===== src/hw/didr_pkg.sv =====
// Constants for the DRAM integrity, write buffer and decode register block
// Functional notes
// - Duration bit 0: error output pulses low one clock per reported error.
// - Duration bit 1: error output stays low until all error flags cleared.
// - Multi-bit/parity enable 0: no checking and no error signal for those errors.
// - Single-bit enable 0: no single-bit checking; 1: signal single-bit ECC errors.
// - Integrity mode bit: 0 selects parity, 1 selects ECC.
// - Multi-bit or parity error loads row field 7-5 and sets flag; the row loads only while flag bit 4 is clear.
// - Multi-bit/parity flag bit 4 set by hardware; write 1 clears, 0 ignored.
// - Single-bit error loads row field 3-1 and sets flag bit 0; the row loads only while flag bit 0 is clear.
// - Single-bit flag sets only in ECC mode; write 1 clears, 0 ignored.
// - Gated host clock keeps running 2, 4, 6 or 8 clocks after idle.
// - Write concurrency bit 1 blocks buffer cycles during PCI DRAM writes.
// - Read concurrency bit 1 blocks buffer cycles during PCI DRAM reads.
// - Idle flush timeout codes: 4, 8, 12, 16, 32 clocks; others reserved.
// - Idle flush enabled holds each line until its timer expires; else flush now.
// - 14M-15M local when hole bit 1 and memory exceeds 15M, else PCI.
// - 15M-16M local when hole bit 1 and memory exceeds 16M, else PCI.
// - Page A-B bit 1 sends A0000h-BFFFFh to DRAM, else PCI.
// - Force bit 1 sends 80000h-9FFFFh to PCI, else DRAM.
// - Split with region 01: only code fetches reach SMRAM, data goes to PCI.
// - Region field: 00 D000 to B000, 01 A000/B000, 10 3000 to B000.
// - Access control 0: SMRAM only inside SMI handler; 1: any time.
// - SMRAM remapping happens only while mapping enable is 1.
// - Region 00: remap D0000 to B0000 unless SMM inactive and control 0.
package didr_pkg;
    localparam logic [7:0] ADDR_FEATURE = 8'h50;
    localparam logic [7:0] ADDR_STATUS = 8'h51;
    localparam logic [7:0] ADDR_RSVD = 8'h52;
    localparam logic [7:0] ADDR_PWB = 8'h53;
    localparam logic [7:0] ADDR_HOLE = 8'h54;
    localparam logic [7:0] ADDR_SMRAM = 8'h55;
    localparam logic [7:0] RESET_VAL = 8'h00;
    // Writable masks, reserved bits held at zero
    localparam logic [7:0] MASK_FEATURE = 8'h71;
    localparam logic [7:0] MASK_PWB = 8'hff;
    localparam logic [7:0] MASK_HOLE = 8'h3c;
    localparam logic [7:0] MASK_SMRAM = 8'h1f;
    // Feature fields
    localparam int F_DURATION = 6;
    localparam int F_MBIT_EN = 5;
    localparam int F_SBIT_EN = 4;
    localparam int F_ECC_MODE = 0;
    // Status fields
    localparam int S_MROW_LO = 5;
    localparam int S_MFLAG = 4;
    localparam int S_SROW_LO = 1;
    localparam int S_SFLAG = 0;
    // Posted write buffer fields
    localparam int P_HOLD_LO = 6;
    localparam int P_NO_WR_CONC = 5;
    localparam int P_NO_RD_CONC = 4;
    localparam int P_FLUSH_LO = 1;
    localparam int P_IDLE_DIS = 0;
    // Hole fields
    localparam int H_14M = 5;
    localparam int H_15M = 4;
    localparam int H_PAGE_AB = 3;
    localparam int H_FORCE_80 = 2;
    // SMRAM fields
    localparam int M_SPLIT = 4;
    localparam int M_REGION_LO = 2;
    localparam int M_ANYTIME = 1;
    localparam int M_MAP_EN = 0;
    localparam logic [1:0] REGION_D000 = 2'h0;
    localparam logic [1:0] REGION_AB = 2'h1;
    localparam logic [1:0] REGION_3000 = 2'h2;
    // Flush timeouts in clocks
    localparam logic [5:0] FLUSH_T0 = 6'h04;
    localparam logic [5:0] FLUSH_T1 = 6'h08;
    localparam logic [5:0] FLUSH_T2 = 6'h0c;
    localparam logic [5:0] FLUSH_T6 = 6'h10;
    localparam logic [5:0] FLUSH_T7 = 6'h20;
    localparam logic [2:0] FLUSH_C0 = 3'h0;
    localparam logic [2:0] FLUSH_C1 = 3'h1;
    localparam logic [2:0] FLUSH_C2 = 3'h2;
    localparam logic [2:0] FLUSH_C6 = 3'h6;
    localparam logic [2:0] FLUSH_C7 = 3'h7;
    localparam int NUM_LINES = 4;
    // Address map, 64 KB segments on bits 31:16
    localparam logic [15:0] SEG_3 = 16'h0003;
    localparam logic [15:0] SEG_8 = 16'h0008;
    localparam logic [15:0] SEG_9 = 16'h0009;
    localparam logic [15:0] SEG_A = 16'h000a;
    localparam logic [15:0] SEG_B = 16'h000b;
    localparam logic [15:0] SEG_D = 16'h000d;
    localparam logic [31:0] MEM_14M = 32'h00e0_0000;
    localparam logic [31:0] MEM_15M = 32'h00f0_0000;
    localparam logic [31:0] MEM_16M = 32'h0100_0000;
endpackage


===== src/hw/didr_regs.sv =====
// DRAM integrity reporting, posted write buffer control and memory decode registers
//
// The address-and-strobe port is this design's own decision.
`timescale 1ns/1ns
module didr_regs (
    input wire logic mclk,
    input wire logic srst,
    input wire logic [7:0] reg_addr,
    input wire logic [7:0] reg_wdata,
    input wire logic reg_wr,
    input wire logic reg_rd,
    output logic [7:0] reg_rdata,
    input wire logic err_multi,
    input wire logic err_single,
    input wire logic [2:0] err_row,
    output logic serr_n,
    output logic parity_check_en,
    output logic ecc_mbit_check_en,
    output logic ecc_sbit_check_en,
    input wire logic gate_clk_en,
    input wire logic host_busy,
    output logic host_clk_run,
    input wire logic pwb_req,
    input wire logic pci_dram_wr,
    input wire logic pci_dram_rd,
    output logic pwb_go,
    input wire logic [3:0] line_valid,
    input wire logic [3:0] line_write,
    output logic [3:0] line_flush,
    input wire logic cyc_valid,
    input wire logic [31:0] cyc_addr,
    input wire logic code_data_indicator,
    input wire logic smm_active_input_n,
    input wire logic [31:0] mem_top,
    output logic dec_valid,
    output logic dec_local,
    output logic dec_smram,
    output logic [31:0] dec_addr
);
    typedef struct packed {
        logic [7:0] feat;
        logic [7:0] stat;
        logic [7:0] pwb;
        logic [7:0] hole;
        logic [7:0] smm_ram_mapping;
        logic [7:0] rdata;
        logic serr_n;
        logic pchk;
        logic mchk;
        logic schk;
        logic [3:0] hold_cnt;
        logic clk_run;
        logic go;
        logic [3:0][5:0] tmr;
        logic [3:0] flush;
        logic dvalid;
        logic dlocal;
        logic dsmram;
        logic [31:0] daddr;
    } didr_state_s;

    didr_state_s st_ff;
    didr_state_s nxt_st;
    logic [5:0] flush_lim;
    logic [3:0] hold_lim;
    logic [3:0][5:0] tmr_nxt;
    logic [3:0] flush_nxt;

    always_comb begin
        case (st_ff.pwb[didr_pkg::P_FLUSH_LO +: 3])
            didr_pkg::FLUSH_C0: flush_lim = didr_pkg::FLUSH_T0;
            didr_pkg::FLUSH_C1: flush_lim = didr_pkg::FLUSH_T1;
            didr_pkg::FLUSH_C2: flush_lim = didr_pkg::FLUSH_T2;
            didr_pkg::FLUSH_C6: flush_lim = didr_pkg::FLUSH_T6;
            didr_pkg::FLUSH_C7: flush_lim = didr_pkg::FLUSH_T7;
            // Reserved codes fall back to the shortest timeout
            default: flush_lim = didr_pkg::FLUSH_T0;
        endcase
    end

    // 2, 4, 6 or 8 clocks
    assign hold_lim = {1'b0, st_ff.pwb[didr_pkg::P_HOLD_LO +: 2], 1'b0} + 4'h2;

    // Per-line idle timers; a write restarts the line's idle count
    genvar gi;
    generate
        for (gi = 0; gi < didr_pkg::NUM_LINES; gi++) begin : g_line
            always_comb begin
                tmr_nxt[gi] = st_ff.tmr[gi];
                flush_nxt[gi] = 1'b0;
                if (!line_valid[gi] || line_write[gi]) begin
                    tmr_nxt[gi] = 6'h00;
                end else if (st_ff.pwb[didr_pkg::P_IDLE_DIS]) begin
                    flush_nxt[gi] = 1'b1;
                end else if (st_ff.tmr[gi] >= flush_lim - 6'h01) begin
                    tmr_nxt[gi] = flush_lim;
                    flush_nxt[gi] = 1'b1;
                end else begin
                    tmr_nxt[gi] = st_ff.tmr[gi] + 6'h01;
                end
            end
        end
    endgenerate

    logic mbit_hit;
    logic sbit_hit;
    logic smm_ok;
    logic [1:0] region;
    logic [15:0] seg;

    always_comb begin
        nxt_st = st_ff;
        region = st_ff.smm_ram_mapping[didr_pkg::M_REGION_LO +: 2];
        seg = cyc_addr[31:16];
        // Checking is off altogether when the report enable is clear
        mbit_hit = err_multi & st_ff.feat[didr_pkg::F_MBIT_EN];
        sbit_hit = err_single & st_ff.feat[didr_pkg::F_SBIT_EN]
            & st_ff.feat[didr_pkg::F_ECC_MODE];
        smm_ok = st_ff.smm_ram_mapping[didr_pkg::M_ANYTIME] | ~smm_active_input_n;

        // Register writes
        if (reg_wr) begin
            case (reg_addr)
                didr_pkg::ADDR_FEATURE: begin
                    nxt_st.feat = reg_wdata & didr_pkg::MASK_FEATURE;
                end
                didr_pkg::ADDR_STATUS: begin
                    if (reg_wdata[didr_pkg::S_MFLAG]) begin
                        nxt_st.stat[didr_pkg::S_MFLAG] = 1'b0;
                    end
                    if (reg_wdata[didr_pkg::S_SFLAG]) begin
                        nxt_st.stat[didr_pkg::S_SFLAG] = 1'b0;
                    end
                end
                didr_pkg::ADDR_PWB: nxt_st.pwb = reg_wdata & didr_pkg::MASK_PWB;
                didr_pkg::ADDR_HOLE: nxt_st.hole = reg_wdata & didr_pkg::MASK_HOLE;
                didr_pkg::ADDR_SMRAM: nxt_st.smm_ram_mapping = reg_wdata & didr_pkg::MASK_SMRAM;
                default: nxt_st.feat = st_ff.feat;
            endcase
        end

        // Hardware set wins over a same-cycle clear; row kept from first error
        if (mbit_hit) begin
            if (!st_ff.stat[didr_pkg::S_MFLAG]) begin
                nxt_st.stat[didr_pkg::S_MROW_LO +: 3] = err_row;
            end
            nxt_st.stat[didr_pkg::S_MFLAG] = 1'b1;
        end
        if (sbit_hit) begin
            if (!st_ff.stat[didr_pkg::S_SFLAG]) begin
                nxt_st.stat[didr_pkg::S_SROW_LO +: 3] = err_row;
            end
            nxt_st.stat[didr_pkg::S_SFLAG] = 1'b1;
        end

        // Error output
        if (st_ff.feat[didr_pkg::F_DURATION]) begin
            nxt_st.serr_n = ~(nxt_st.stat[didr_pkg::S_MFLAG]
                | nxt_st.stat[didr_pkg::S_SFLAG]);
        end else begin
            nxt_st.serr_n = ~(mbit_hit | sbit_hit);
        end

        // Checker enables registered with the feature byte, so no decode glitch
        nxt_st.pchk = nxt_st.feat[didr_pkg::F_MBIT_EN]
            & ~nxt_st.feat[didr_pkg::F_ECC_MODE];
        nxt_st.mchk = nxt_st.feat[didr_pkg::F_MBIT_EN]
            & nxt_st.feat[didr_pkg::F_ECC_MODE];
        nxt_st.schk = nxt_st.feat[didr_pkg::F_SBIT_EN]
            & nxt_st.feat[didr_pkg::F_ECC_MODE];

        // Read data valid only in the cycle after the strobe
        nxt_st.rdata = 8'h00;
        if (reg_rd) begin
            case (reg_addr)
                didr_pkg::ADDR_FEATURE: nxt_st.rdata = st_ff.feat;
                didr_pkg::ADDR_STATUS: nxt_st.rdata = st_ff.stat;
                didr_pkg::ADDR_PWB: nxt_st.rdata = st_ff.pwb;
                didr_pkg::ADDR_HOLE: nxt_st.rdata = st_ff.hole;
                didr_pkg::ADDR_SMRAM: nxt_st.rdata = st_ff.smm_ram_mapping;
                default: nxt_st.rdata = 8'h00;
            endcase
        end

        // Gated host clock hold after idle
        if (!gate_clk_en || host_busy) begin
            nxt_st.hold_cnt = 4'h0;
            nxt_st.clk_run = 1'b1;
        end else if (st_ff.hold_cnt < hold_lim) begin
            nxt_st.hold_cnt = st_ff.hold_cnt + 4'h1;
            nxt_st.clk_run = 1'b1;
        end else begin
            nxt_st.clk_run = 1'b0;
        end

        // Buffer cycles held off by PCI traffic when concurrency disabled
        nxt_st.go = pwb_req
            & ~(st_ff.pwb[didr_pkg::P_NO_WR_CONC] & pci_dram_wr)
            & ~(st_ff.pwb[didr_pkg::P_NO_RD_CONC] & pci_dram_rd);

        nxt_st.tmr = tmr_nxt;
        nxt_st.flush = flush_nxt;

        // Address decode, one clock of latency
        nxt_st.dvalid = cyc_valid;
        nxt_st.dsmram = 1'b0;
        nxt_st.daddr = cyc_addr;
        nxt_st.dlocal = cyc_addr < mem_top;
        if (seg == didr_pkg::SEG_8 || seg == didr_pkg::SEG_9) begin
            nxt_st.dlocal = ~st_ff.hole[didr_pkg::H_FORCE_80];
        end else if (seg == didr_pkg::SEG_A || seg == didr_pkg::SEG_B) begin
            nxt_st.dlocal = st_ff.hole[didr_pkg::H_PAGE_AB];
        end else if (cyc_addr >= didr_pkg::MEM_14M && cyc_addr < didr_pkg::MEM_15M) begin
            nxt_st.dlocal = st_ff.hole[didr_pkg::H_14M]
                & (mem_top > didr_pkg::MEM_15M);
        end else if (cyc_addr >= didr_pkg::MEM_15M && cyc_addr < didr_pkg::MEM_16M) begin
            nxt_st.dlocal = st_ff.hole[didr_pkg::H_15M]
                & (mem_top > didr_pkg::MEM_16M);
        end
        // SMRAM overrides the plain decode only while mapping is on
        if (st_ff.smm_ram_mapping[didr_pkg::M_MAP_EN]) begin
            case (region)
                didr_pkg::REGION_D000: begin
                    if (seg == didr_pkg::SEG_D) begin
                        nxt_st.dlocal = smm_ok;
                        nxt_st.dsmram = smm_ok;
                        if (smm_ok) begin
                            nxt_st.daddr = {didr_pkg::SEG_B, cyc_addr[15:0]};
                        end
                    end
                end
                didr_pkg::REGION_AB: begin
                    if (seg == didr_pkg::SEG_A || seg == didr_pkg::SEG_B) begin
                        // Data cycles skip SMRAM under the split
                        if (smm_ok
                            && !(st_ff.smm_ram_mapping[didr_pkg::M_SPLIT] && code_data_indicator)) begin
                            nxt_st.dlocal = 1'b1;
                            nxt_st.dsmram = 1'b1;
                        end else begin
                            nxt_st.dlocal = 1'b0;
                        end
                    end
                end
                didr_pkg::REGION_3000: begin
                    // Outside SMM with access control 0 the segment stays plain DRAM
                    if (seg == didr_pkg::SEG_3 && smm_ok) begin
                        nxt_st.dlocal = 1'b1;
                        nxt_st.dsmram = 1'b1;
                        nxt_st.daddr = {didr_pkg::SEG_B, cyc_addr[15:0]};
                    end
                end
                default: nxt_st.dsmram = 1'b0;
            endcase
        end
    end

    always_ff @(posedge mclk) begin
        if (srst) begin
            st_ff <= '0;
            st_ff.feat <= didr_pkg::RESET_VAL;
            st_ff.stat <= didr_pkg::RESET_VAL;
            st_ff.pwb <= didr_pkg::RESET_VAL;
            st_ff.hole <= didr_pkg::RESET_VAL;
            st_ff.smm_ram_mapping <= didr_pkg::RESET_VAL;
            st_ff.serr_n <= 1'b1;
            st_ff.clk_run <= 1'b1;
        end else begin
            st_ff <= nxt_st;
        end
    end

    assign reg_rdata = st_ff.rdata;
    assign serr_n = st_ff.serr_n;
    // Parity vs ECC checker selection
    assign parity_check_en = st_ff.pchk;
    assign ecc_mbit_check_en = st_ff.mchk;
    assign ecc_sbit_check_en = st_ff.schk;
    assign host_clk_run = st_ff.clk_run;
    assign pwb_go = st_ff.go;
    assign line_flush = st_ff.flush;
    assign dec_valid = st_ff.dvalid;
    assign dec_local = st_ff.dlocal;
    assign dec_smram = st_ff.dsmram;
    assign dec_addr = st_ff.daddr;
endmodule


===== config.mk =====
export PLATFORM = sky130hd
export DESIGN_NAME = didr_regs
export DESIGN_NICKNAME = d
export VERILOG_FILES = /design/src/hw/didr_pkg.sv /design/src/hw/didr_regs.sv
export SDC_FILE = /design/constraint.sdc
export NUM_CORES = 1
export LEC_CHECK = 0
export BUFFER_PORTS_ARGS = -buffer_cell sky130_fd_sc_hd__buf_2
export CAP_MARGIN = 20
export CELL_PAD_IN_SITES_DETAIL_PLACEMENT = 1
export CELL_PAD_IN_SITES_GLOBAL_PLACEMENT = 1
export CORE_ASPECT_RATIO = 1.75
export CORE_MARGIN = 4
export CORE_UTILIZATION = 43
export CTS_CLUSTER_DIAMETER = 200
export DETAILED_ROUTE_END_ITERATION = 8
export PLACE_DENSITY = 0.95
export RECOVER_POWER = 100
export SLEW_MARGIN = 10
export SYNTH_ARGS = -nofsm -noshare
export SYNTH_HDL_FRONTEND = slang
export SYNTH_SLANG_ARGS = --single-unit

===== constraint.sdc =====
create_clock -name mclk -period 5.2 [get_ports mclk]
set_input_delay 1.04 -clock mclk [delete_from_list [all_inputs] [get_ports mclk]]
set_output_delay 1.04 -clock mclk [all_outputs]
set_load 0.01 [all_outputs]

# [Word level (Yosys, flattened, before mapping)]
# Index checks and enable logic that the tools add are counted.
[word_totals] word_cells=164 inputBits=105 output_inout_bits=53 register_bits=110
[op_classes] mux=42 eq_ne=17 n_reduce_logical=32 n_addsub=7 order_cmp=12 n_bitwise=26
[ops] operator="34-bit two-way mux" n=3
[ops] operator="16-bit by 4-bit == test with 1-bit output (second input constant)" n=5
[ops] operator="32-bit by 24-bit greater-or-equal comparator with 1-bit output (second input constant)" n=2
[ops] operator="32-bit one-hot mux with 2 select lines" n=1
[ops] operator="6-bit two-way mux" n=7
[ops] operator="8-bit by 7-bit == test with 1-bit output (second input constant)" n=5
[ops] operator="8-bit one-hot mux with 5 select lines" n=1
[ops] operator="32-bit by 24-bit greater-than comparator with 1-bit output (second input constant)" n=1
[ops] operator="32-bit by 25-bit greater-than comparator with 1-bit output (second input constant)" n=1
[ops] operator="32-bit by 24-bit < comparator with 1-bit output (second input constant)" n=1
[ops] operator="32-bit by 25-bit < comparator with 1-bit output (second input constant)" n=1
[ops] operator="32-bit < comparator" n=1
[ops] operator="32-bit two-way mux" n=1
[ops] operator="25-bit two-way mux" n=1
[ops] operator="6-bit by 1-bit adder with 6-bit output (second input constant)" n=4
[ops] operator="6-bit greater-or-equal comparator" n=4
[ops] operator="6-bit one-hot mux with 4 select lines" n=1
[ops] operator="1-bit two-way mux" n=22
[ops] operator="16-bit by 2-bit == test with 1-bit output (second input constant)" n=1
[ops] operator="2-bit OR reduction" n=7
[ops] operator="1-bit AND" n=12
[ops] operator="2-bit AND reduction" n=6
[ops] operator="1-bit NOT" n=11
[ops] operator="8-bit two-way mux" n=1
[ops] operator="17 further kinds" n=36

# [Depth between registers and ports, before layout]
# Gate-level depths: netlist of run 1.
[depth] ltp_word=9 ltp_mapped=12 ltp_nobuf=10

# [Worst setup path before layout of run 1]
# No wires, ideal clock.
[synth_timing] path_type="input to register" from="input cyc_addr[27]" to="register st_ff, in the netlist dec_smram" t_arrival_ns=2.438 stages=6 t_required_ns=5.130 setup_slack_ns=2.692 setup_ns=0.070 path_buffers=0 cell_sequence="or4_4 > nor4_4 > and3_1 > a21boi_1 > o21ai_1 > a21boi_1"
[synth_via] elab_chain_cells=4 word_cells_on_any_way=10 classes_between="4 x eq/ne; 4 x mux; 2 x reduce/logical"
[synth_lines] element="from (decl)" line_no="didr_regs.sv:31" source="input wire logic [31:0] cyc_addr,"
[synth_lines] element="16-bit by 2-bit == test with 1-bit output / 16-bit by 4-bit == test with 1-bit output (equally long branches)" line_no="didr_regs.sv:246, didr_regs.sv:233"
[synth_lines] element="1-bit logical AND / 1-bit logical OR (equally long branches)" line_no="didr_regs.sv:246, didr_regs.sv:233"
[synth_lines] element="34-bit two-way mux / 2-bit two-way mux (equally long branches)" line_no="didr_regs.sv:246, didr_regs.sv:233"
[synth_lines] element="1-bit one-hot mux with 3 select lines (*)" line_no="didr_regs.sv:222" source="case (region)"
[synth_lines] element="to (signal assigned)" line_no="didr_regs.sv:268" source="st_ff <= nxt_st;"
[synth_lines] element="to (decl)" line_no="didr_regs.sv:62" source="didr_state_s st_ff;"
# Every way passes the cells marked *; elsewhere a longest branch is shown, timed or not.
# A chain may end at the register's enable or synchronous reset.

# [Final worst setup path of run 1]
[layout_timing] from="input reg_addr[3]" to="register st_ff, in the netlist reg_rdata[6]"
[layout_via] elab_chain_cells=2 word_cells_on_any_way=6 classes_between="5 x eq/ne; 1 x mux"
[layout_lines] element="from (decl)" line_no="didr_regs.sv:8" source="input wire logic [7:0] reg_addr,"
[layout_lines] element="8-bit by 7-bit == test with 1-bit output" line_no="didr_regs.sv:175" source="case (reg_addr)"
[layout_lines] element="8-bit one-hot mux with 5 select lines (*)" line_no="didr_regs.sv:175"
# Marks and branches as above.

==> run_results.csv, run 1 <==
group,metric,value,unit
setup_path,crit_family,"simple AND/OR/NAND/NOR gates",
setup_path,max_stage_delay,810,ps
sta,rsz0062_at_grt,"no",
setup_path,crit_type,"primary input to register",
cells_and_area,areaGrowthSynthToFinish,12.4,%
sta,final.setup.tns,0,ps
global_route,antenna_found_initial,0,
clocking,clk_path_buf_depth,2,
power_and_ir_drop,swShare,25.8,%
run,drv_cap,2,
floorplan,num_rows,58,
clocking,postCtsHoldBufs,0,
power_and_ir_drop,powerDensity,243,mW/mm2
power_and_ir_drop,p_seq_share,50.2,%
status,violations,"capacitance limit, slew limit",
global_route,grt_max_degree,60,
route,routed_wl,18600,um
sta,drv_slew,76,
floorplan,core,0.0144,mm2
cells_and_area,antenna_cells,0,
floorplan,io_pins,158,
floorplan,die_x,99.6,um
cells_and_area,layout-drive-gt1-share,15.3,%
placed_design,routabilityCongestion,0.917,
power_and_ir_drop,power.total,1.72,mW
floorplan,start_util,43.9,%
floorplan,fp.dieArea,0.0168,mm2
cells_and_area,n_fill_cell,1842,
placed_design,port_buffers,157,
synth,ys_ff_latch,110,
clocking,root_buffer,"clkbuf_16",
route,drc,0,
route,drtIter0Drc,185,
power_and_ir_drop,p_leak,3.07,nW
global_route,track_usage,22.3,%
clocking,cts_tree,"yes",
setup_path,cp_cell_sequence,"clkbuf_1 > nor4b_1 > nand3_4 > nor2b_1 > o21bai_1 > nand3b_1 > nor3_1",
synth,synthTopCellsByArea,"dfxtp_1, ha_1, buf_4",
synth,synth_top_cell_area_share,34.9,%
power_and_ir_drop,peakVddDrop,152,uV
synth,synthFlopType,"dfxtp_1",
cells_and_area,fin_util,49.4,%
floorplan,dieHeight,168,um
setup_path,worstPathArrival,3770,ps
setup_path,critPathSlowestCell,"nor2b_1",
cells_and_area,final_common_cell,"dfxtp_1",
synth,avgSynthCellArea,8.33,um2
clocking,post-cts-setup-buffers,0,
sta,max_freq,285,MHz
synth,syn-instance-count,758,
route,first_pass_iters,4,
synth,async_flop_share,0,%
min_path,hold_path.class,"register to register",
sta,timing_hold_violations_final,0,
global_route,grt_pass1_wl,30300,um
power_and_ir_drop,p_int,1.28,mW
synth,ys_seq_area_share,34.9,%
status,status,"complete, but fails checks",
cells_and_area,final_nets,1019,
cells_and_area,final_cells,1044,
synth,yosysUniqueCellTypes,60,
route,vias,5929,
synth,synth_area_leader_cell,"dfxtp_1",
synth,synth-edff-count,0,
clocking,cts_resized,0,
placed_design,hpwl,14700,um
synth,synth_area,0.00631,mm2
sta,setup_violations,0,
clocking,clk_latency,350,ps
cells_and_area,mostFrequentLayoutCells,"dfxtp_1, buf_2, nor2_1, nand2_1, clkbuf_1",
power_and_ir_drop,pwr-share-comb,10.9,%
global_route,first_global_vias,6247,
setup_path,cp_num_buf_inv,1,
sta,clock_skew,7.30,ps
route,via_per_inst,5.68,
setup_path,critPathMaxFanout,13,
placed_design,place_inst,1028,
clocking,cts_buffers,9,
setup_path,required,5470,ps
clocking,htree_levels,3,
sta,fin_crit_sh,67.4,%
sta,min_period,3500,ps
sta,relSlewSlack,-22.4,%
clocking,clk_pin_slew_worst_paths,80,ps
route,postRouteAntennaNets,0,
power_and_ir_drop,switching_power,444,uW
power_and_ir_drop,clkPwrFrac,38.9,%
global_route,grt_overflow_total,0,
synth,ys_warn_count,0,
clocking,cts.sink_count,110,
setup_path,end_kind,"register",
sta,tightest_slew,1840,ps
route,routedWlPerCell,17.8,um
setup_path,start_kind,"primary input",
[state kept, by name, summed over array words and instances (netlist names)]
name	cells
ecc_sbit_check_en	1
dec_local	1
reg_rdata	8
parity_check_en	1
st_ff	55
dec_valid	1
ecc_mbit_check_en	1
region	2
line_flush	4
serr_n	1
host_clk_run	1
dec_addr	32
dec_smram	1
pwb_go	1
[cell type report]
cell class	count	area, um2	share of cell area, %
clock buffer	11	243	3.42
multi-input combinational	535	3490	49.2
sequential	110	2200	31.0
inverter	43	161	2.27
timing repair buffer	160	731	10.3
clock inverter	5	43.8	0.617
tap	180	225	3.17
[worst reg2reg max path, cell delays in order, from the launching register on]
cell	delay [ps]
dfxtp_1	430
nand2b_1	90
o21ai_0	480
inv_1	210
ha_1	320
a21o_1	160
a21o_1	170
a21o_1	170
a21oi_1	730
nand4_1	240
nand3_1	170
[synth_stat cells, types with 2 or more instances]
master / n
a21boi_1: 3
a21oi_1: 57
nor4b_1: 7
or4_1: 12
o21bai_1: 2
and4_1: 2
a21o_1: 12
nand3b_1: 5
and3_1: 9
dfxtp_1: 110
mux2i_1: 19
nand4_1: 12
and2_1: 5
inv_1: 43
nor4_1: 19
nand2_1: 59
clkbuf_1: 27
mux2_2: 2
nor2_1: 62
buf_4: 44
a32oi_1: 11
nand3_1: 49
nand4b_1: 6
or4_4: 2
nor3b_1: 2
or2_2: 6
o211ai_1: 3
a211oi_1: 3
xor2_1: 2
nor3_1: 13
o21ai_0: 21
a221oi_1: 5
ha_1: 55
nand2b_1: 5
nor2b_1: 34
a31oi_1: 4
xnor2_1: 2
o21ai_1: 2
[logic make-up after synthesis]
family,Yosys count,share of synthesized area [%]
flip-flops,110,34.9
XOR/XNOR,4,0.555
buffers and inverters,116,9.53
AND/OR/NAND/NOR,319,27.8
adder cells (fa/ha/maj),55,10.9
multiplexers,21,3.37
other,1,0.0594
AO/OA/AOI/OAI,132,12.9
[path summary, 6_finish.rpt]
| check | from | to | slack [ps] | cells past startpoint |
|---|---|---|---|---|
| max | reg_addr[3] | reg_rdata[6]$_SDFF_PP0_ | 1700 | 7 |
| min | st_ff[52]$_SDFFE_PP0N_ | st_ff[52]$_SDFFE_PP0N_ | 490 | 2 |
| max reg2reg | st_ff[98]$_SDFFE_PP0P_ | st_ff[48]$_SDFFE_PP0N_ | 1970 | 10 |
| min reg2reg | st_ff[52]$_SDFFE_PP0N_ | st_ff[52]$_SDFFE_PP0N_ | 490 | 2 |
[power groups by stage]
stage	clock, mW	combinational [mW]	sequential (mW)
6_report	0.671	0.188	0.865
5_1_grt	0.725	0.211	0.867
4_1_cts	0.690	0.196	0.865
3_5_place_dp	0	0.195	0.884
3_3_place_gp	0	0.186	0.883
2_1_floorplan	0	0.112	0.884
[layer usage]
metal  share of wire [%]  wire length, um  track usage [%]
met1                  36             6620             21.9
met2                  55            10200             42.5
met3                 5.1              946             5.18
met4                 4.5              840             10.6
met5                   0                0                0
[stage by stage]
step	area [um2]	hold WS [ps]	worst slack [ps]
after floorplan	6330	443	2690
after global placement	6920	463	1800
after detailed placement	6920	468	1710
after CTS	7210	478	1910
after global routing	7100	508	1370
final	7100	488	1700
Note: power is estimated with default switching activity, not from simulation.
==> inputs of run 2 (changes only) <==
Settings changed: CORE_UTILIZATION 43 to 40, PLACE_DENSITY 0.95 to 0.9.
Clock period 5.2 ns to 3.4 ns, I/O delays scaled along.
==> run 2 against run 1 <==
Net effect:
- the run now ends clean
- non-clock buffer count increased by 5
- hold slack improved by 7.3 ps
- critical path depth increased by 5
- global-route usage decreased by 0.24 points
- die area increased by 7.0%
- highest routed layer unchanged
==> run_results.csv, run 2 (synthesis gave the netlist of run 1 again) <==
group,metric,value,unit
status,status,"finished clean",
clocking,root_buffer,"clkbuf_16",
sta,tightest_slew,1390,ps
sta,clock_skew,8.50,ps
route,routedWlPerCell,18.3,um
route,postRouteAntennaNets,0,
route,vias,6015,
global_route,antenna_found_initial,2,
sta,final.setup.tns,0,ps
clocking,clk_latency,340,ps
cells_and_area,final_common_cell,"dfxtp_1",
route,drtIter0Drc,200,
sta,setup_violations,0,
sta,timing_hold_violations_final,0,
min_path,hold_path.class,"register to register",
global_route,grt_pass1_wl,31600,um
global_route,grt_max_degree,71,
setup_path,critPathMaxFanout,14,
route,first_pass_iters,4,
clocking,cts_resized,0,
clocking,clk_path_buf_depth,2,
setup_path,r2r-start,"st_ff[98]$_SDFFE_PP0P_",
setup_path,worstRegToRegCells,12,
floorplan,dieHeight,174,um
sta,drv_slew,0,
floorplan,num_rows,60,
cells_and_area,final_nets,1024,
clocking,post-cts-setup-buffers,0,
cells_and_area,multi_input_area,0.00351,mm2
global_route,grt_overflow_total,0,
clocking,postCtsHoldBufs,0,
cells_and_area,areaGrowthSynthToFinish,13.3,%
cells_and_area,largest_register,"st_ff",
run,drv_cap,0,
min_path,hp-start,"st_ff[104]$_SDFFE_PP0P_",
placed_design,routabilityCongestion,0.934,
clocking,cts.sink_count,110,
placed_design,port_buffers,157,
route,drc,0,
floorplan,io_pins,158,
route,routed_wl,19300,um
cells_and_area,n_fill_cell,1960,
setup_path,end_kind,"register",
floorplan,fp.dieArea,0.0179,mm2
global_route,first_global_vias,6602,
route,via_per_inst,5.70,
global_route,track_usage,22.0,%
min_path,whs_path_depth,2,
setup_path,required,3680,ps
cells_and_area,seq_area,0.00220,mm2
floorplan,die_x,103,um
setup_path,r2r_slack,720,ps
setup_path,r2r-end,"st_ff[43]$_SDFFE_PP0N_",
cells_and_area,final_cells,1056,
sta,max_freq,374,MHz
cells_and_area,layout-drive-gt1-share,16.1,%
sta,min_period,2680,ps
setup_path,crit_type,"register to register",
floorplan,start_util,40.8,%
clocking,clk_pin_slew_worst_paths,80,ps
sta,rsz0062_at_grt,"no",
setup_path,start_kind,"register",
sta,fin_crit_sh,78.7,%
power_and_ir_drop,p_leak,3.10,nW
power_and_ir_drop,peakVddDrop,290,uV
cells_and_area,largest_reg_flops,55,
power_and_ir_drop,powerDensity,369,mW/mm2
cells_and_area,mostFrequentLayoutCells,"dfxtp_1, buf_2, nor2_1, nand2_1, clkbuf_1",
placed_design,place_inst,1039,
setup_path,worstPathArrival,2950,ps
clocking,cts_buffers,9,
clocking,htree_levels,3,
sta,relSlewSlack,7.06,%
min_path,min_to,"st_ff[104]$_SDFFE_PP0P_",
floorplan,core,0.0155,mm2
placed_design,hpwl,15500,um
clocking,cts_tree,"yes",
[run 2: routing by layer]
layer	up-vias	routed length [um]	global-route usage [%]
li1	2874	-	-
met1	2908	6540	22.0
met2	175	10900	41.3
met3	58	946	4.70
met4	0	921	10.3
met5	-	0	0
[run 2: per-stage QoR]
step | cell area [um2] | power (mW) | worst slack [ps] | util [%] | hold WS (ps)
3_5_place_dp | 6960 | 1.66 | 889 | 45.0 | 478
5_1_grt | 7160 | 2.77 | 347 | 46.3 | 514
3_3_place_gp | 6960 | 1.64 | 969 | 45.0 | 463
4_1_cts | 7250 | 2.69 | 933 | 46.9 | 490
2_1_floorplan | 6330 | 1.52 | 949 | - | 443
6_report | 7160 | 2.64 | 724 | 46.3 | 495
[run 2: critical path: stages (launching register included)]
cell and delay [ps]:
dfxtp_1 430, nand2b_1 100, o21ai_0 150, buf_4 170
inv_1 90, ha_1 280, a21o_1 160, a21o_1 170
a21o_1 180, a21oi_1 140, clkbuf_1 420, o21ai_0 220
nand3_1 110
[run 2: layout make-up]
type                            instances  share of cell area [%]
Inverter                               43                    2.26
Multi-Input combinational cell        535                    49.0
Antenna cell                            1                  0.0350
Timing Repair Buffer                  165                    10.7
Clock inverter                          6                   0.787
Clock buffer                           10                    3.20
Tap cell                              186                    3.25
Sequential cell                       110                    30.8
[run 2: worst max-delay path by stage]
stage / startpoint / end / slack [ps] / cells after the start
after floorplan: st_ff[100]$_SDFFE_PP0P_ / st_ff[56]$_SDFFE_PP0N_ / 950 / 11
after global placement: cyc_addr[26] / dec_local$_SDFF_PP0_ / 970 / 8
after detailed placement: cyc_addr[27] / dec_local$_SDFF_PP0_ / 890 / 7
after CTS: st_ff[98]$_SDFFE_PP0P_ / st_ff[55]$_SDFFE_PP0N_ / 930 / 12
after global routing: st_ff[98]$_SDFFE_PP0P_ / st_ff[40]$_SDFFE_PP0N_ / 350 / 12
final: st_ff[98]$_SDFFE_PP0P_ / st_ff[43]$_SDFFE_PP0N_ / 720 / 12
[run 2: where the power goes]
| group | switching [mW] | internal [mW] |
|---|---|---|
| registers | 0.00926 | 1.31 |
| clock network | 0.510 | 0.513 |
| logic | 0.174 | 0.120 |
==> inputs of run 3 (changes only) <==
Clock period 3.4 ns to 2.8 ns, I/O delays scaled along.
==> run 3 against run 2 <==
Net effect:
- the flow now finishes with violations (capacitance limit, slew limit)
- first-iteration DRC count is 5.0% lower
- setup slack worse by 530 ps
- register-to-register slack worse by 390 ps
- critical endpoint is now st_ff[94]$_SDFFE_PP0P_
- non-clock buffer count is 4 higher
- die area stayed put
- wire length is 1.8% lower
- global-route usage is 0.76 points lower
- combinational power is 18% higher
==> run_results.csv, run 3 (synthesis gave the netlist of run 1 again) <==
group,metric,value,unit
setup_path,r2r_slack,330,ps
sta,min_period,2610,ps
sta,final.setup.tns,0,ps
route,drc,0,
route,postRouteAntennaNets,0,
clocking,clk_pin_slew_worst_paths,80,ps
run,drv_cap,1,
clocking,cts_buffers,9,
floorplan,fp.dieArea,0.0179,mm2
min_path,hold_path.class,"primary input to register",
setup_path,worstPathArrival,2770,ps
setup_path,cp_num_buf_inv,1,
cells_and_area,largest_register,"st_ff",
route,first_pass_iters,7,
global_route,first_global_vias,6407,
cells_and_area,final_common_cell,"dfxtp_1",
power_and_ir_drop,p_seq_share,50.3,%
status,status,"complete, but fails checks",
power_and_ir_drop,clkPwrFrac,38.8,%
route,via_per_inst,5.60,
sta,clock_skew,9.57,ps
global_route,track_usage,21.3,%
setup_path,cp_cell_sequence,"buf_2 > nor4b_1 > and4bb_1 > and2_0 > nand2_1 > mux2i_1 > nor2_1",
cells_and_area,largest_reg_flops,55,
sta,tightest_slew,1660,ps
route,vias,5939,
placed_design,port_buffers,157,
setup_path,r2r-end,"st_ff[50]$_SDFFE_PP0N_",
status,violations,"capacitance limit, slew limit",
setup_path,cp.depth,7,
floorplan,io_pins,158,
global_route,grt_max_degree,41,
global_route,grtUsageMet1,20.8,%
cells_and_area,final_cells,1061,
power_and_ir_drop,powerDensity,446,mW/mm2
setup_path,end_kind,"register",
clocking,cts.sink_count,110,
route,routed_wl,18900,um
sta,setup_violations,0,
global_route,antenna_found_initial,2,
cells_and_area,fin_area,0.00717,mm2
sta,rsz0062_at_grt,"no",
cells_and_area,areaGrowthSynthToFinish,13.5,%
placed_design,place_inst,1043,
sta,setup_slack,193,ps
clocking,cts_tree,"yes",
setup_path,crit_type,"primary input to register",
setup_path,max_stage_delay,800,ps
power_and_ir_drop,pwr-share-comb,10.9,%
power_and_ir_drop,peakVddDrop,294,uV
global_route,grt_overflow_total,0,
global_route,grt-busiest-layer,"met2",
clocking,root_buffer,"clkbuf_16",
setup_path,crit_family,"simple AND/OR/NAND/NOR gates",
route,drtIter0Drc,190,
setup_path,required,2970,ps
cells_and_area,final_nets,1028,
floorplan,start_util,40.8,%
sta,timing_hold_violations_final,0,
sta,max_freq,384,MHz
floorplan,core,0.0155,mm2
power_and_ir_drop,p_int,2.36,mW
cells_and_area,mostFrequentLayoutCells,"dfxtp_1, buf_2, nor2_1, nand2_1",
setup_path,crit_path_start,"reg_addr[3]",
sta,drv_slew,39,
setup_path,critPathMaxFanout,6,
power_and_ir_drop,switching_power,835,uW
cells_and_area,layout-drive-gt1-share,16.3,%
power_and_ir_drop,p_leak,3.12,nW
power_and_ir_drop,swShare,26.1,%
placed_design,routabilityCongestion,0.912,
setup_path,endpoint,"st_ff[94]$_SDFFE_PP0P_",
setup_path,worstRegToRegCells,11,
sta,holdWs,403,ps
clocking,post-cts-setup-buffers,0,
clocking,postCtsHoldBufs,0,
clocking,clk_latency,350,ps
route,routedWlPerCell,17.9,um
sta,relSlewSlack,-10.9,%
setup_path,start_kind,"primary input",
floorplan,num_rows,60,
setup_path,critPathSlowestCell,"nor4b_1",
floorplan,dieHeight,174,um
global_route,grt_pass1_wl,30600,um
global_route,grtUsageMet3,4.78,%
floorplan,die_x,103,um
clocking,cts_resized,0,
placed_design,dpl-instance-area,0.00699,mm2
placed_design,hpwl,15200,um
sta,fin_crit_sh,93.1,%
clocking,htree_levels,3,
clocking,clk_path_buf_depth,2,
global_route,grt_use_met2,40.0,%
setup_path,r2r-start,"st_ff[98]$_SDFFE_PP0P_",
placed_design,pre_cts_slack,400,ps
==> run 3: worst reg2reg max path, stage by stage (launching register included) <==
cell	delay, ps
dfxtp_1	430
nand2b_1	100
o21ai_0	230
inv_1	150
ha_1	310
a21o_1	160
a21o_1	170
a21o_1	160
a21oi_1	130
clkbuf_2	260
nand3b_1	170
nand3_1	90
==> run 3: layout make-up <==
| type | instances | area [um2] |
|---|---|---|
| repair buffers | 169 | 796 |
| well taps | 186 | 233 |
| diodes | 2 | 5.00 |
| clock buffers | 10 | 229 |
| multi-input cells | 535 | 3490 |
| flip-flops and latches | 110 | 2200 |
| inverters | 43 | 161 |
| clock inverters | 6 | 51.3 |
| fillers | 1951 | 8300 |
==> run 3: metrics by stage <==
step	utilization (%)	power, mW
global placement	45.2	1.99
detailed placement	45.2	2.01
finish	46.3	3.20
floorplan	-	1.85
CTS	47.0	3.25
global route	46.3	3.35
==> run 3: per-layer routing <==
| layer | up-vias | routed length [um] |
|---|---|---|
| met5 | - | 0 |
| met4 | 0 | 796 |
| met3 | 49 | 983 |
| met2 | 172 | 10600 |
| met1 | 2845 | 6550 |
| li1 | 2873 | - |
==> run 3: worst min path at each step <==
stage | from | to | slack (ps) | cells after the start
2_1_floorplan | st_ff[101]$_SDFFE_PP0P_ | pwb_go$_SDFF_PP0_ | 440 | 1
3_3_place_gp | st_ff[111]$_SDFFE_PP0P_ | st_ff[111]$_SDFFE_PP0P_ | 460 | 2
3_5_place_dp | st_ff[111]$_SDFFE_PP0P_ | st_ff[111]$_SDFFE_PP0P_ | 480 | 2
4_1_cts | pci_dram_rd | pwb_go$_SDFF_PP0_ | 400 | 2
5_1_grt | pci_dram_rd | pwb_go$_SDFF_PP0_ | 390 | 2
6_report | pci_dram_rd | pwb_go$_SDFF_PP0_ | 400 | 2
==> run 3: power by group through the flow <==
stage	Combinational [mW]	Sequential, mW	Clock [mW]
detailed placement	0.363	1.64	0
floorplan	0.209	1.64	0
finish	0.348	1.61	1.24
global placement	0.351	1.64	0
CTS	0.365	1.61	1.28
global route	0.395	1.61	1.34
